[config.mk]
export PLATFORM = sky130hd
export DESIGN_NAME = fts_segment_table
export DESIGN_NICKNAME = d
export VERILOG_FILES = /design/src/fts_pkg.sv /design/src/fts_segment_table.sv
export SDC_FILE = /design/constraint.sdc
export NUM_CORES = 1
export LEC_CHECK = 0
export CAP_MARGIN = 30
export CORE_AREA = 2 2 105 107
export CTS_CLUSTER_DIAMETER = 150
export CTS_CLUSTER_SIZE = 12
export DETAILED_ROUTE_END_ITERATION = 12
export DIE_AREA = 0 0 107 109
export DONT_BUFFER_PORTS = 1
export PLACE_DENSITY_LB_ADDON = 0.12
export SYNTH_ARGS = -nofsm -noshare
export SYNTH_HDL_FRONTEND = slang
export SYNTH_SLANG_ARGS = --single-unit
[constraint.sdc]
create_clock -name clock -period 3 [get_ports clock]
set_clock_uncertainty 0.15 [all_clocks]
set_input_delay 0.45 -clock clock [delete_from_list [all_inputs] [get_ports clock]]
set_output_delay 0.45 -clock clock [all_outputs]
set_load 0.005 [all_outputs]
[src/fts_pkg.sv]
`default_nettype none
package fts_pkg;
   // Register byte addresses (index times four; 0xD9 is not a multiple of four)
   localparam logic [7:0] IDX_BOUNDARY = 8'hD9;
   localparam logic [7:0] IDX_SEG1 = 8'hDA;
   localparam logic [7:0] IDX_SEG2 = 8'hDB;
   localparam logic [7:0] IDX_SEG3 = 8'hDC;
   localparam logic [7:0] IDX_SEG4 = 8'hDD;
   localparam logic [7:0] IDX_SEG5 = 8'hDE;
   localparam logic [7:0] IDX_CTRL = 8'hE0;
   localparam logic [7:0] IDX_STATUS = 8'hE1;
   localparam logic [11:0] ADDR_BOUNDARY = {2'h0, IDX_BOUNDARY, 2'h0};
   localparam logic [11:0] ADDR_SEG1 = {2'h0, IDX_SEG1, 2'h0};
   localparam logic [11:0] ADDR_SEG2 = {2'h0, IDX_SEG2, 2'h0};
   localparam logic [11:0] ADDR_SEG3 = {2'h0, IDX_SEG3, 2'h0};
   localparam logic [11:0] ADDR_SEG4 = {2'h0, IDX_SEG4, 2'h0};
   localparam logic [11:0] ADDR_SEG5 = {2'h0, IDX_SEG5, 2'h0};
   localparam logic [11:0] ADDR_CTRL = {2'h0, IDX_CTRL, 2'h0};
   localparam logic [11:0] ADDR_STATUS = {2'h0, IDX_STATUS, 2'h0};
   // Field layout
   localparam int BOUND_MSB = 6;
   localparam int HYST_MSB = 3;
   localparam int MODE_LSB = 4;
   // Reset values
   localparam logic [6:0] RST_BOUNDARY = 7'h1E;
   localparam logic [7:0] RST_SEG1 = 8'h00;
   localparam logic [7:0] RST_SEG2 = 8'h00;
   localparam logic [7:0] RST_SEG3 = 8'h00;
   localparam logic [7:0] RST_SEG4 = 8'h99;
   localparam logic [7:0] RST_SEG5 = 8'h80;
   localparam logic [3:0] RST_HYST = 4'h4;
   localparam logic [1:0] RST_MODE = 2'h0;
   // Target interpretation
   typedef enum logic [1:0] {
      FTS_MODE_SPEED = 2'b00,
      FTS_MODE_DUTY = 2'b01,
      FTS_MODE_RSV2 = 2'b10,
      FTS_MODE_RSV3 = 2'b11
   } fts_mode_t;
   // Segment choice around the fourth boundary
   typedef enum logic {
      FTS_SEL_SEG5 = 1'b0,
      FTS_SEL_SEG4 = 1'b1
   } fts_sel_t;
   // Expected value handed to the fan driver
   typedef struct packed {
      logic [7:0] value;
      logic is_duty;
      logic full_speed;
      logic valid;
   } fts_expect_t;
endpackage
`default_nettype wire

[src/fts_segment_table.sv]
// Summary of operation
// - Temperature above fourth boundary loads expected value from segment four target.
// - Temperature below boundary minus hysteresis loads expected value from segment five.
// - Mode 2'b00 treats each target byte as relative fan speed.
// - Mode 2'b01 treats each target byte directly as PWM duty.
// - In speed mode, target zero means full speed.
//
// Design decision made here: register access over APB.
`default_nettype none
module fts_segment_table (
   // Clock and reset
   input wire logic clock,
   input wire logic rst_n,
   // APB slave
   input wire logic psel,
   input wire logic penable,
   input wire logic pwrite,
   input wire logic [11:0] paddr,
   input wire logic [31:0] pwdata,
   output logic [31:0] prdata,
   output logic pready,
   output logic pslverr,
   // Temperature and fan
   input wire logic [6:0] fourth_temp_input,
   output fts_pkg::fts_expect_t fourth_fan_output
);

   logic [6:0] fourth_boundary_value_reg;
   logic [7:0] segment_one_target_reg;
   logic [7:0] segment_two_target_reg;
   logic [7:0] segment_three_target_reg;
   logic [7:0] segment_four_target_reg;
   logic [7:0] segment_five_target_reg;
   logic [3:0] hyst_reg;
   logic [1:0] fan_target_interpretation_reg;
   fts_pkg::fts_sel_t sel_reg;
   fts_pkg::fts_sel_t sel_next;
   fts_pkg::fts_expect_t expect_reg;
   fts_pkg::fts_expect_t expect_next;

   // Bus decode
   wire logic wr_en = psel && penable && pwrite;
   wire logic rd_en = psel && penable && !pwrite;
   wire logic rd_setup = psel && !penable && !pwrite;
   wire logic hit_bound = (paddr == fts_pkg::ADDR_BOUNDARY);
   wire logic hit_seg1 = (paddr == fts_pkg::ADDR_SEG1);
   wire logic hit_seg2 = (paddr == fts_pkg::ADDR_SEG2);
   wire logic hit_seg3 = (paddr == fts_pkg::ADDR_SEG3);
   wire logic hit_seg4 = (paddr == fts_pkg::ADDR_SEG4);
   wire logic hit_seg5 = (paddr == fts_pkg::ADDR_SEG5);
   wire logic hit_ctrl = (paddr == fts_pkg::ADDR_CTRL);
   wire logic hit_stat = (paddr == fts_pkg::ADDR_STATUS);
   wire logic hit_any = hit_bound | hit_seg1 | hit_seg2 | hit_seg3 | hit_seg4 | hit_seg5 | hit_ctrl | hit_stat;

   // Zero-wait answer; unmapped addresses raise pslverr
   assign pready = 1'b1;
   assign pslverr = psel && penable && !hit_any;

   // Read mux; reserved bits read zero
   wire logic [31:0] rd_mux =
      hit_bound ? {25'h0, fourth_boundary_value_reg} :
      hit_seg1 ? {24'h0, segment_one_target_reg} :
      hit_seg2 ? {24'h0, segment_two_target_reg} :
      hit_seg3 ? {24'h0, segment_three_target_reg} :
      hit_seg4 ? {24'h0, segment_four_target_reg} :
      hit_seg5 ? {24'h0, segment_five_target_reg} :
      hit_ctrl ? {26'h0, fan_target_interpretation_reg, hyst_reg} :
      hit_stat ? {22'h0, expect_reg.value, 1'b0, sel_reg} :
      32'h0000_0000;

   // Read data register; loaded in the setup cycle so it stands through the zero-wait access cycle
   // A status read therefore shows the state of the setup cycle, one cycle before the access cycle
   always_ff @(posedge clock) begin
      if (!rst_n) begin
         prdata <= 32'h0000_0000;
      end else if (rd_setup) begin
         prdata <= rd_mux;
      end
   end

   // Read data stands with pready in the access cycle; reserved bits read zero
   property p_read_bound;
      @(posedge clock) disable iff (!rst_n)
      rd_en && hit_bound |-> prdata == {25'h0, fourth_boundary_value_reg};
   endproperty
   a_read_bound: assert property (p_read_bound) else $error("boundary read data wrong");

   property p_read_seg1;
      @(posedge clock) disable iff (!rst_n)
      rd_en && hit_seg1 |-> prdata == {24'h0, segment_one_target_reg};
   endproperty
   a_read_seg1: assert property (p_read_seg1) else $error("segment one read data wrong");

   property p_read_seg4;
      @(posedge clock) disable iff (!rst_n)
      rd_en && hit_seg4 |-> prdata == {24'h0, segment_four_target_reg};
   endproperty
   a_read_seg4: assert property (p_read_seg4) else $error("segment four read data wrong");

   // Writable registers
   always_ff @(posedge clock) begin
      if (!rst_n) begin
         fourth_boundary_value_reg <= fts_pkg::RST_BOUNDARY;
         segment_one_target_reg <= fts_pkg::RST_SEG1;
         segment_two_target_reg <= fts_pkg::RST_SEG2;
         segment_three_target_reg <= fts_pkg::RST_SEG3;
         segment_four_target_reg <= fts_pkg::RST_SEG4;
         segment_five_target_reg <= fts_pkg::RST_SEG5;
         hyst_reg <= fts_pkg::RST_HYST;
         fan_target_interpretation_reg <= fts_pkg::RST_MODE;
      end else if (wr_en) begin
         if (hit_bound) fourth_boundary_value_reg <= pwdata[fts_pkg::BOUND_MSB:0];
         if (hit_seg1) segment_one_target_reg <= pwdata[7:0];
         if (hit_seg2) segment_two_target_reg <= pwdata[7:0];
         if (hit_seg3) segment_three_target_reg <= pwdata[7:0];
         if (hit_seg4) segment_four_target_reg <= pwdata[7:0];
         if (hit_seg5) segment_five_target_reg <= pwdata[7:0];
         if (hit_ctrl) begin
            hyst_reg <= pwdata[fts_pkg::HYST_MSB:0];
            fan_target_interpretation_reg <= pwdata[fts_pkg::MODE_LSB +: 2];
         end
      end
   end

   // Write data fields as each register takes them, for the checks that follow
   wire logic [7:0] wr_byte = pwdata[7:0];
   wire logic [6:0] wr_bound = pwdata[fts_pkg::BOUND_MSB:0];
   wire logic [5:0] wr_ctrl = pwdata[fts_pkg::MODE_LSB + 1:0];

   // A register takes the write data at the access edge and holds otherwise
   property p_bound_write;
      @(posedge clock) disable iff (!rst_n)
      rst_n && wr_en && hit_bound |=> fourth_boundary_value_reg == $past(wr_bound);
   endproperty
   a_bound_write: assert property (p_bound_write) else $error("boundary write lost");

   property p_bound_hold;
      @(posedge clock) disable iff (!rst_n)
      rst_n && !(wr_en && hit_bound) |=> $stable(fourth_boundary_value_reg);
   endproperty
   a_bound_hold: assert property (p_bound_hold) else $error("boundary changed without write");

   property p_seg1_hold;
      @(posedge clock) disable iff (!rst_n)
      rst_n && !(wr_en && hit_seg1) |=> $stable(segment_one_target_reg);
   endproperty
   a_seg1_hold: assert property (p_seg1_hold) else $error("segment one changed without write");

   property p_seg2_hold;
      @(posedge clock) disable iff (!rst_n)
      rst_n && !(wr_en && hit_seg2) |=> $stable(segment_two_target_reg);
   endproperty
   a_seg2_hold: assert property (p_seg2_hold) else $error("segment two changed without write");

   property p_seg3_hold;
      @(posedge clock) disable iff (!rst_n)
      rst_n && !(wr_en && hit_seg3) |=> $stable(segment_three_target_reg);
   endproperty
   a_seg3_hold: assert property (p_seg3_hold) else $error("segment three changed without write");

   property p_seg4_write;
      @(posedge clock) disable iff (!rst_n)
      rst_n && wr_en && hit_seg4 |=> segment_four_target_reg == $past(wr_byte);
   endproperty
   a_seg4_write: assert property (p_seg4_write) else $error("segment four write lost");

   property p_seg4_hold;
      @(posedge clock) disable iff (!rst_n)
      rst_n && !(wr_en && hit_seg4) |=> $stable(segment_four_target_reg);
   endproperty
   a_seg4_hold: assert property (p_seg4_hold) else $error("segment four changed without write");

   property p_seg5_hold;
      @(posedge clock) disable iff (!rst_n)
      rst_n && !(wr_en && hit_seg5) |=> $stable(segment_five_target_reg);
   endproperty
   a_seg5_hold: assert property (p_seg5_hold) else $error("segment five changed without write");

   property p_ctrl_write;
      @(posedge clock) disable iff (!rst_n)
      rst_n && wr_en && hit_ctrl |=> {fan_target_interpretation_reg, hyst_reg} == $past(wr_ctrl);
   endproperty
   a_ctrl_write: assert property (p_ctrl_write) else $error("control write lost");

   // Threshold compare; low threshold floors at zero
   wire logic [7:0] low_wide = {1'b0, fourth_boundary_value_reg} - {4'h0, hyst_reg};
   wire logic [6:0] low_thr = low_wide[7] ? 7'h00 : low_wide[6:0];
   wire logic above = fourth_temp_input > fourth_boundary_value_reg;
   wire logic below = fourth_temp_input < low_thr;

   // Segment selection with hysteresis
   always_comb begin
      sel_next = sel_reg;
      if (above) begin
         sel_next = fts_pkg::FTS_SEL_SEG4;
      end else if (below) begin
         sel_next = fts_pkg::FTS_SEL_SEG5;
      end
   end

   // Interpretation of the chosen target byte
   wire logic [7:0] chosen = (sel_next == fts_pkg::FTS_SEL_SEG4) ? segment_four_target_reg : segment_five_target_reg;
   wire logic mode_duty = (fan_target_interpretation_reg == fts_pkg::FTS_MODE_DUTY);
   wire logic mode_speed = (fan_target_interpretation_reg == fts_pkg::FTS_MODE_SPEED);

   // Build expected value
   always_comb begin
      expect_next.value = chosen;
      expect_next.is_duty = mode_duty;
      expect_next.full_speed = mode_speed && (chosen == 8'h00);
      expect_next.valid = mode_speed || mode_duty;
   end

   // Selection and output registers
   always_ff @(posedge clock) begin
      if (!rst_n) begin
         sel_reg <= fts_pkg::FTS_SEL_SEG5;
         expect_reg <= '0;
      end else begin
         sel_reg <= sel_next;
         expect_reg <= expect_next;
      end
   end

   // Expected value goes straight from its register to the fan driver
   assign fourth_fan_output = expect_reg;

   // Checks
   property p_load_seg4;
      @(posedge clock) disable iff (!rst_n)
      rst_n && (fourth_temp_input > fourth_boundary_value_reg) |=> (sel_reg == fts_pkg::FTS_SEL_SEG4)
         && (fourth_fan_output.value == $past(segment_four_target_reg));
   endproperty
   a_load_seg4: assert property (p_load_seg4) else $error("segment four not loaded");

   property p_load_seg5;
      @(posedge clock) disable iff (!rst_n)
      rst_n && (fourth_temp_input < low_thr) |=> (sel_reg == fts_pkg::FTS_SEL_SEG5)
         && (fourth_fan_output.value == $past(segment_five_target_reg));
   endproperty
   a_load_seg5: assert property (p_load_seg5) else $error("segment five not loaded");

   property p_speed_mode;
      @(posedge clock) disable iff (!rst_n)
      rst_n && (fan_target_interpretation_reg == fts_pkg::FTS_MODE_SPEED)
         |=> fourth_fan_output.valid && !fourth_fan_output.is_duty;
   endproperty
   a_speed_mode: assert property (p_speed_mode) else $error("speed mode not flagged");

   property p_duty_mode;
      @(posedge clock) disable iff (!rst_n)
      rst_n && (fan_target_interpretation_reg == fts_pkg::FTS_MODE_DUTY)
         |=> fourth_fan_output.valid && fourth_fan_output.is_duty && !fourth_fan_output.full_speed;
   endproperty
   a_duty_mode: assert property (p_duty_mode) else $error("duty mode not flagged");

   property p_full_speed;
      @(posedge clock) disable iff (!rst_n)
      fourth_fan_output.full_speed |-> fourth_fan_output.value == 8'h00 && !fourth_fan_output.is_duty;
   endproperty
   a_full_speed: assert property (p_full_speed) else $error("full speed without zero target");

   property p_hold;
      @(posedge clock) disable iff (!rst_n)
      rst_n && !(fourth_temp_input > fourth_boundary_value_reg) && !(fourth_temp_input < low_thr)
         |=> $stable(sel_reg);
   endproperty
   a_hold: assert property (p_hold) else $error("segment toggled inside band");

   // Reserved mode codes flag the output as not valid
   property p_invalid_mode;
      @(posedge clock) disable iff (!rst_n)
      rst_n && fan_target_interpretation_reg[1]
         |=> !fourth_fan_output.valid && !fourth_fan_output.is_duty && !fourth_fan_output.full_speed;
   endproperty
   a_invalid_mode: assert property (p_invalid_mode) else $error("reserved mode flagged valid");

   // Only a crossing of the boundary or of the low threshold moves the selection
   property p_stay_seg5;
      @(posedge clock) disable iff (!rst_n)
      rst_n && (sel_reg == fts_pkg::FTS_SEL_SEG5) && !(fourth_temp_input > fourth_boundary_value_reg)
         |=> (sel_reg == fts_pkg::FTS_SEL_SEG5);
   endproperty
   a_stay_seg5: assert property (p_stay_seg5) else $error("segment five left without crossing");

   property p_stay_seg4;
      @(posedge clock) disable iff (!rst_n)
      rst_n && (sel_reg == fts_pkg::FTS_SEL_SEG4) && !(fourth_temp_input < low_thr)
         |=> (sel_reg == fts_pkg::FTS_SEL_SEG4);
   endproperty
   a_stay_seg4: assert property (p_stay_seg4) else $error("segment four left without crossing");

   property p_full_speed_set;
      @(posedge clock) disable iff (!rst_n)
      fourth_fan_output.valid && !fourth_fan_output.is_duty && (fourth_fan_output.value == 8'h00)
         |-> fourth_fan_output.full_speed;
   endproperty
   a_full_speed_set: assert property (p_full_speed_set) else $error("zero target not full speed");

   // Reset clears the output and the read data and selects segment five
   property p_reset_state;
      @(posedge clock)
      !rst_n |=> (fourth_fan_output == '0) && (sel_reg == fts_pkg::FTS_SEL_SEG5) && (prdata == 32'h0000_0000);
   endproperty
   a_reset_state: assert property (p_reset_state) else $error("reset state wrong");

endmodule // fts_segment_table
`default_nettype wire

-- After elaboration in Yosys (flattened, before gate mapping)
Index checks and enable logic that the tools add are counted.
Widths: inputs -> output; s select.
- add/sub/neg operators: 1
- bitwise gates (word level): 7
- equal/unequal tests: 9
- $lt $le $gt $ge: 2
- mux-type cells: 12
- reductions and logical operators: 19
- operator list (cell ; count):
    $eq 12x10->1 const B ; 8
    $mux 10 ; 8
    $reduce_and 2->1 ; 7
    $logic_not 8->1 ; 1
    $mux 8 ; 1
    $sub 7x4->8 ; 1
    $gt 7x7->1 ; 1
    $lt 7x7->1 ; 1
    $mux 7 ; 1
    $or 1x1->1 ; 7
    $logic_and 1x1->1 ; 6
    $logic_not 1->1 ; 3
    $eq 2x1->1 const B ; 1
    $logic_not 2->1 ; 1
    $mux 1 ; 2
    $logic_or 1x1->1 ; 1
- register bits after elaboration: 97
- output and inout port bits: 45
- logic and storage cells: 64

-- Longest topological paths before layout
Gate-level depths: netlist (run 1).
- word-level depth: 10
- depth in mapped cells: 17

-- Worst setup path after synthesis (run 1)
No wires, ideal clock.
- path type: flip-flop to flip-flop
- from: reg fourth_boundary_value_reg[0]
- to: reg expect_reg (netlist bit fourth_fan_output[1])
- data required time: 2747 ps
- arrival time: 3020 ps
- stages on the path, launching flop included: 15
- path slack: -274 ps
- path buffers: 0
- cell sequence: dfxtp_1 > inv_1 > ha_1 > inv_1 > fa_1 > a21oi_1 > nor2b_1 > or4_1 > nor3_1 > a21oi_1 > ha_1 > nand3_1 > o311ai_4 > nand3_2 > a2111oi_2
- word-level cells in the longest chain between the ends: 8
- elaborated cells on any way between the ends: 9
- those cells by class: 1 x add/sub; 2 x order compare; 4 x mux; 2 x reduce/logical
- RTL lines (item ; line ; text):
    start: declaration ; fts_segment_table.sv:28 ; logic [6:0] fourth_boundary_value_reg;
    start signal: assignment ; fts_segment_table.sv:103 ; fourth_boundary_value_reg <= fts_pkg::RST_BOUNDARY;
    start signal: assignment ; fts_segment_table.sv:112 ; if (hit_bound) fourth_boundary_value_reg <= pwdata[fts_pkg::BOUND_MSB:0];
    $sub 7x4->8 ; fts_segment_table.sv:186 ; wire logic [7:0] low_wide = {1'b0, fourth_boundary_value_reg} - {4'h0, hyst_reg};
    $mux 7 ; fts_segment_table.sv:187 ; wire logic [6:0] low_thr = low_wide[7] ? 7'h00 : low_wide[6:0];
    $lt 7x7->1 ; fts_segment_table.sv:189 ; wire logic below = fourth_temp_input < low_thr;
    $mux 1 ; fts_segment_table.sv:196 ; end else if (below) begin
    $mux 1 (*) ; fts_segment_table.sv:194 ; if (above) begin
    $mux 8 (*) ; fts_segment_table.sv:202 ; wire logic [7:0] chosen = (sel_next == fts_pkg::FTS_SEL_SEG4) ? segment_four_target_reg : segment_five_target_ ...
    $logic_not 8->1 (*) ; fts_segment_table.sv:210 ; expect_next.full_speed = mode_speed && (chosen == 8'h00);
    $logic_and 1x1->1 (*) ; fts_segment_table.sv:210 ;
    end signal: assignment ; fts_segment_table.sv:221 ; expect_reg <= expect_next;
    end: declaration ; fts_segment_table.sv:38 ; fts_pkg::fts_expect_t expect_reg;
Every way passes the cells marked *; elsewhere a longest branch is shown, timed or not.
A chain may end at the register's enable or synchronous reset.

-- Worst setup path in the final report (run 1)
Ends and elaborated chain as after synthesis.

==> results.py, run 1 <==
metrics = {
    "yosys": {
        "synth_common_cells": "75 x dfxtp_1, 57 x nor2_1, 54 x nand2_1",
        "async_flop_share": 0,
        "synthTopCellsByArea": "dfxtp_1 36%, mux2i_1 10%, ha_1 5.4%",
        "syn-cell-area_um2": 4130,
        "yosysWarnings": 0,
        "syn-instance-count": 489,
        "yosysMostFrequentCell": "dfxtp_1",
        "synth-edff-count": 0,
        "syn_area_per_cell_um2": 8.45,
        "synth_top_area_cell": "dfxtp_1",
        "ys_ff_latch": 75,
        "seq_area_frac_synth": 0.363,
        "synth_top_area_frac": 0.363,
        "ys_types": 62,
        "synth_top_flop_cell": "dfxtp_1",
    },
    "critical_path": {
        "path_buf_inv": 3,
        "cp_slowest_cell": "or4_4",
        "crit_chain": "inv_2 -> ha_4 -> inv_2 -> fa_2 -> a21oi_2 -> nor2b_1 -> or4_4 -> nor3_2 -> a21oi_1 -> ha_1 -> nand3_2 -> o311ai_4 -> buf_6 -> nand3_2 -> a2111oi_4",
        "crit_family": "compound AO/OA/AOI/OAI gates",
        "endpoint_kind": "register",
        "critPathMaxFanout": 3,
        "critical_path_class": "register to register",
        "cp.arrival_ns": 3.48,
        "startpoint_type": "register",
        "cp.required_ns": 3.09,
        "cpPeakStageDelay_ns": 0.43,
    },
    "clocking": {
        "cts_max_level": 3,
        "root_buffer": "clkbuf_8",
        "cts.sinks": 75,
        "clockBufferDepth": 2,
        "clkLatencyLatePin_ns": 0.35,
        "cts_buffers": 9,
        "cts_tree": "built",
        "cts.clk_slew.worst_paths_ns": 0.07,
    },
    "timing": {
        "post-route-min-period_ns": 3.39,
        "fmax_ghz": 0.295,
        "setup_viol": 10,
        "layout_setup_ws_ns": -0.387,
        "fin_crit_sh": 1.13,
        "hold_slack_ns": 0.0197,
        "final_max_slew_viol_count": 0,
        "max_slew_margin": 0.551,
        "worst_pin_slew_ns": 0.672,
        "hold_viol_final": 0,
        "rsz0062_at_grt": "true",
    },
    "floorplanning": {
        "die_area_um2": 11700,
        "die_w_um": 107,
        "die_h_um": 109,
        "core-area_um2": 10600,
        "pin_count": 101,
        "num_rows": 38,
        "initial_core_util": 0.390,
    },
    "route": {
        "wire_per_inst_um": 18.5,
        "initialDrtViolationCount": 251,
        "drtAntennaViolNets": 0,
        "drtPass1Iterations": 5,
        "avgViaCountPerCell": 5.45,
        "vias": 3585,
        "wl_mm": 12.2,
        "drc": 0,
    },
    "cells_and_area": {
        "largest_register_ff_count": 11,
        "diodes": 0,
        "post-route-util": 0.438,
        "area_growth_syn_to_layout_pct": 12.3,
        "drive_above_1_share": 0.154,
        "num-nets-final": 588,
    },
    "global_route": {
        "grt_pass1_wl_mm": 18.9,
        "grt_overflow_total": 0,
        "grt_pass1_vias": 3384,
        "grt.total_usage": 0.215,
        "grt_max_degree": 36,
        "antenna_found_initial": 0,
    },
    "power_and_ir_drop": {
        "vdd_drop_max_mv": 0.227,
        "powerDensity_nw_per_um2": 402,
        "power.total_uw": 1870,
        "cellLeakagePower_uw": 0.00180,
    },
    "placed_design": {
        "dp_hpwl_mm": 8.98,
        "io_buffers": 0,
        "finalWeightedCongestion": 0.877,
    },
    "run": {
        "max_cap_viol_count": 0,
    },
    "run_status": {
        "status": "finished, violations left",
        "failed_checks": "negative setup slack",
    },
    "worst_hold_path": {
        "worstHoldPathType": "input port to register",
    },
}
==> final timing paths <==
check                               start                         end  slack, ns  depth (start not counted)
min                                 rst_n  segment_four_target_reg[4]       0.02                          1
max reg2reg  fourth_boundary_value_reg[0]        fourth_fan_output[1]      -0.39                         15
min reg2reg     segment_two_target_reg[1]   segment_two_target_reg[1]       0.30                          2
max          fourth_boundary_value_reg[0]        fourth_fan_output[1]      -0.39                         15
==> cell families (layout without fill, tap and decap cells) <==
| group | count (synthesis) | in the layout | synth area share |
|---|---|---|---|
| adder cells (fa/ha/maj) | 19 | 19 | 0.0593 |
| buffers and inverters | 62 | 70 | 0.0808 |
| XOR/XNOR | 2 | 2 | 0.00424 |
| AO/OA/AOI/OAI | 109 | 109 | 0.172 |
| AND/OR/NAND/NOR | 174 | 174 | 0.206 |
| other | 2 | 23 | 0.00182 |
| multiplexers | 46 | 46 | 0.113 |
| flip-flops | 75 | 75 | 0.363 |
==> power by group <==
| part | switching (uW) | internal [uW] | leakage [uW] | total [uW] |
|---|---|---|---|---|
| registers | 10.0 | 1010 | 0.000608 | 1020 |
| clock network | 363 | 345 | 0.0000905 | 708 |
| logic | 80.5 | 60.5 | 0.00111 | 141 |
==> repair_timing <==
item,in CTS,in global routing
pin swaps,5,2
hold buffers,0,0
gates resized for setup,3,7
buffers inserted,3,1
setup endpoints to repair,10,10
cloned,1,0
==> layout by cell type (no fill, tap or decap), types with 2 or more instances in the layout <==
master,synthesis,layout
dfxtp_1,75,73
nor2_1,57,57
nand2_1,54,54
a21oi_1,43,42
mux2i_1,42,42
buf_4,24,33
conb_1,2,23
ha_1,18,17
nand3_1,19,16
o21ai_0,25,16
inv_1,17,15
clkbuf_8,0,11
o211ai_1,9,9
o21ai_1,0,8
nor4_1,6,6
and3_1,5,5
nor3_1,5,4
nand2b_1,4,4
o32ai_1,4,4
mux2_2,4,4
nand3_2,1,4
nor2b_1,3,3
o22ai_1,3,3
a22oi_1,3,3
a22o_1,3,3
and2_1,3,3
clkbuf_1,11,3
o21a_1,2,2
nor3_2,1,2
inv_2,0,2
a31oi_1,2,2
nor2_2,2,2
a211oi_1,2,2
a221oi_1,2,2
nor3_4,2,2
clkinv_2,0,2
dfxtp_2,0,2
buf_6,1,2
==> metal layers <==
metal	vias to the layer above	track usage	share of wire
met1	1727	0.262	0.43
met4	0	0.0659	0.014
li1	1745	-	-
met2	102	0.365	0.48
met5	-	0	0
met3	11	0.0646	0.070
==> cell type report <==
cell class                 instances  area, um^2
clock buffer                      14         163
tap                              140         175
fill                            1087        5960
inverter                          18        67.6
multi-input combinational        373        2430
timing repair buffer              36         285
sequential                        75        1500
clock inverter                     2        10.0
==> through the flow <==
stage               TNS [ns]  area [um^2]  setup slack, ns  std cells
finish                 -2.14         4640           -0.387        658
global route           -4.04         4640           -0.571        658
CTS                    -1.95         4600           -0.343        657
detailed placement     -2.22         4390           -0.365        637
global placement       -2.04         4390           -0.325        637
floorplan             -0.607         4250           -0.231        510
Power figures use the tool's default switching activity.
==> run 2, diff against run 1 <==
--- a/config.mk
+++ b/config.mk
@@ -6,6 +6,8 @@
 export NUM_CORES = 1
 export LEC_CHECK = 0
 export CAP_MARGIN = 30
+export CELL_PAD_IN_SITES_DETAIL_PLACEMENT = 0
+export CELL_PAD_IN_SITES_GLOBAL_PLACEMENT = 1
 export CORE_AREA = 2 2 105 107
 export CTS_CLUSTER_DIAMETER = 150
 export CTS_CLUSTER_SIZE = 12
==> run 2 against run 1 <==
Highest routed layer unchanged. Setup slack better by 0.080 ns. Die area stayed put. Total power rose by 2.9%. Final area up 0.13%. Critical path type unchanged. Sequential power hardly changed. The flow still finishes with violations (negative setup slack). Non-clock buffer count decreased by 5.
==> results.py, run 2 (synthesis results as in run 1) <==
metrics = {
    "cells_and_area": {
        "drive_above_1_share": 0.157,
        "final_cell_mix": "73 x dfxtp_1, 57 x nor2_1, 54 x nand2_1, 42 x mux2i_1, 41 x a21oi_1",
        "multi_input_area_um2": 2460,
        "final_cell_count_no_fill": 651,
        "largest_register_ff_count": 11,
        "post-route-util": 0.438,
        "layout_commonest_cell": "dfxtp_1",
        "filler_cell_count": 1089,
        "area_growth_syn_to_layout_pct": 12.4,
        "num-nets-final": 583,
        "diodes": 0,
        "ff_latch_area_um2": 1500,
    },
    "timing": {
        "post-route-min-period_ns": 3.31,
        "max_slew_margin": 0.575,
        "worst_pin_slew_ns": 0.628,
        "rsz0062_at_grt": "true",
        "setup_viol": 10,
        "fin_crit_sh": 1.10,
        "setup_tns_ns": -2.04,
        "hold_viol_final": 0,
        "layout_setup_ws_ns": -0.307,
        "final_max_slew_viol_count": 0,
        "fmax_ghz": 0.302,
    },
    "power_and_ir_drop": {
        "vdd_drop_max_mv": 0.252,
        "cellLeakagePower_uw": 0.00180,
        "powerDensity_nw_per_um2": 413,
        "power.total_uw": 1920,
    },
    "placed_design": {
        "io_buffers": 0,
        "dpl.cell_count": 633,
        "finalWeightedCongestion": 0.793,
        "dp_hpwl_mm": 8.91,
    },
    "global_route": {
        "grt_pass1_vias": 3487,
        "grt_max_degree": 51,
        "grt_overflow_total": 0,
        "grt_pass1_wl_mm": 19.5,
        "grt.total_usage": 0.225,
        "antenna_found_initial": 0,
    },
    "worst_hold_path": {
        "hold_depth": 1,
        "worstHoldPathType": "input port to register",
    },
    "clocking": {
        "clockBufferDepth": 2,
        "cts.sinks": 75,
        "cts_max_level": 3,
        "cts_tree": "built",
        "cts_buffers": 9,
        "cts.clk_slew.worst_paths_ns": 0.07,
        "clkLatencyLatePin_ns": 0.36,
        "root_buffer": "clkbuf_8",
    },
    "critical_path": {
        "cp_slowest_cell": "or4_1",
        "critPathMaxFanout": 4,
        "cpPeakStageDelay_ns": 0.42,
        "critical_path_class": "register to register",
        "endpoint_kind": "register",
        "startpoint_type": "register",
        "cp.arrival_ns": 3.41,
        "cp.required_ns": 3.11,
        "crit_chain": "inv_2 -> ha_4 -> inv_2 -> fa_2 -> a21oi_2 -> nor2b_1 -> or4_1 -> nor3_1 -> a21oi_1 -> ha_1 -> nand3_2 -> o311ai_4 -> nand3_2 -> a2111oi_4",
        "rr_worst_depth": 14,
    },
    "route": {
        "initialDrtViolationCount": 208,
        "drtAntennaViolNets": 0,
        "vias": 3509,
        "wire_per_inst_um": 19.0,
        "avgViaCountPerCell": 5.39,
        "drtPass1Iterations": 4,
        "drc": 0,
        "wl_mm": 12.3,
    },
    "floorplanning": {
        "core-area_um2": 10600,
        "num_rows": 38,
        "die_h_um": 109,
        "pin_count": 101,
        "die_w_um": 107,
        "initial_core_util": 0.390,
        "die_area_um2": 11700,
    },
    "run_status": {
        "failed_checks": "negative setup slack",
        "status": "finished, violations left",
    },
    "run": {
        "max_cap_viol_count": 0,
    },
}
run 2: changes by cell type in the layout (fill, tap and decap cells not counted), sizes merged:
cell / change
buf: -6
clkbuf: -3
bufinv: +1
dlygate4sd3: +1
run 2: layout make-up:
type,count,area share
clock buffer,11,0.0304
clock inverter,3,0.00862
inverter,18,0.0145
multi-input combinational,373,0.530
sequential,75,0.324
tap,140,0.0377
timing repair buffer,31,0.0549
run 2: what timing repair did:
action                                  CTS  global route
endpoints found under the setup margin   10            10
buffers inserted                          1             1
pin swaps                                11             2
hold buffers                              1             0
endpoints found under the hold margin     3             0
gates cloned                              1             0
resized for setup                        12             5
run 2: path summary, 6_finish.rpt:
path	to	slack, ns	from
worst max-delay path	fourth_fan_output[1]	-0.31	fourth_boundary_value_reg[0]
worst min-delay path	segment_four_target_reg[3]	0.04	rst_n
worst max register to register	fourth_fan_output[1]	-0.31	fourth_boundary_value_reg[0]
worst min register to register	segment_two_target_reg[0]	0.30	segment_two_target_reg[0]
run 2: through the flow:
stage,area [um^2],hold WS [ns],setup WS [ns]
2_1_floorplan,4250,0.278,-0.231
6_report,4650,0.0415,-0.307
3_5_place_dp,4360,0.294,-0.398
4_1_cts,4610,0.0194,-0.309
5_1_grt,4650,0.0230,-0.487
3_3_place_gp,4360,0.288,-0.332
run 2: layer usage:
layer  routed length, um  GRT usage
met2                5860      0.373
met4                 316     0.0918
met5                   0          0
met1                5360      0.279
met3                 810     0.0568
run 2: critical path: cells and delay by family, from the launching register on:
family                     cells  cell delay [ns]
and+or+nand+nor                5             0.88
DFF                            1             0.32
adders and majority gates      3             0.81
buffers and inverters          2             0.10
AOI/OAI and AO/OA              4             0.94
run 2: power by group:
| part | internal, uW | switching (uW) |
|---|---|---|
| Combinational | 60.2 | 85.9 |
| Clock | 395 | 361 |
| Sequential | 1010 | 10.3 |
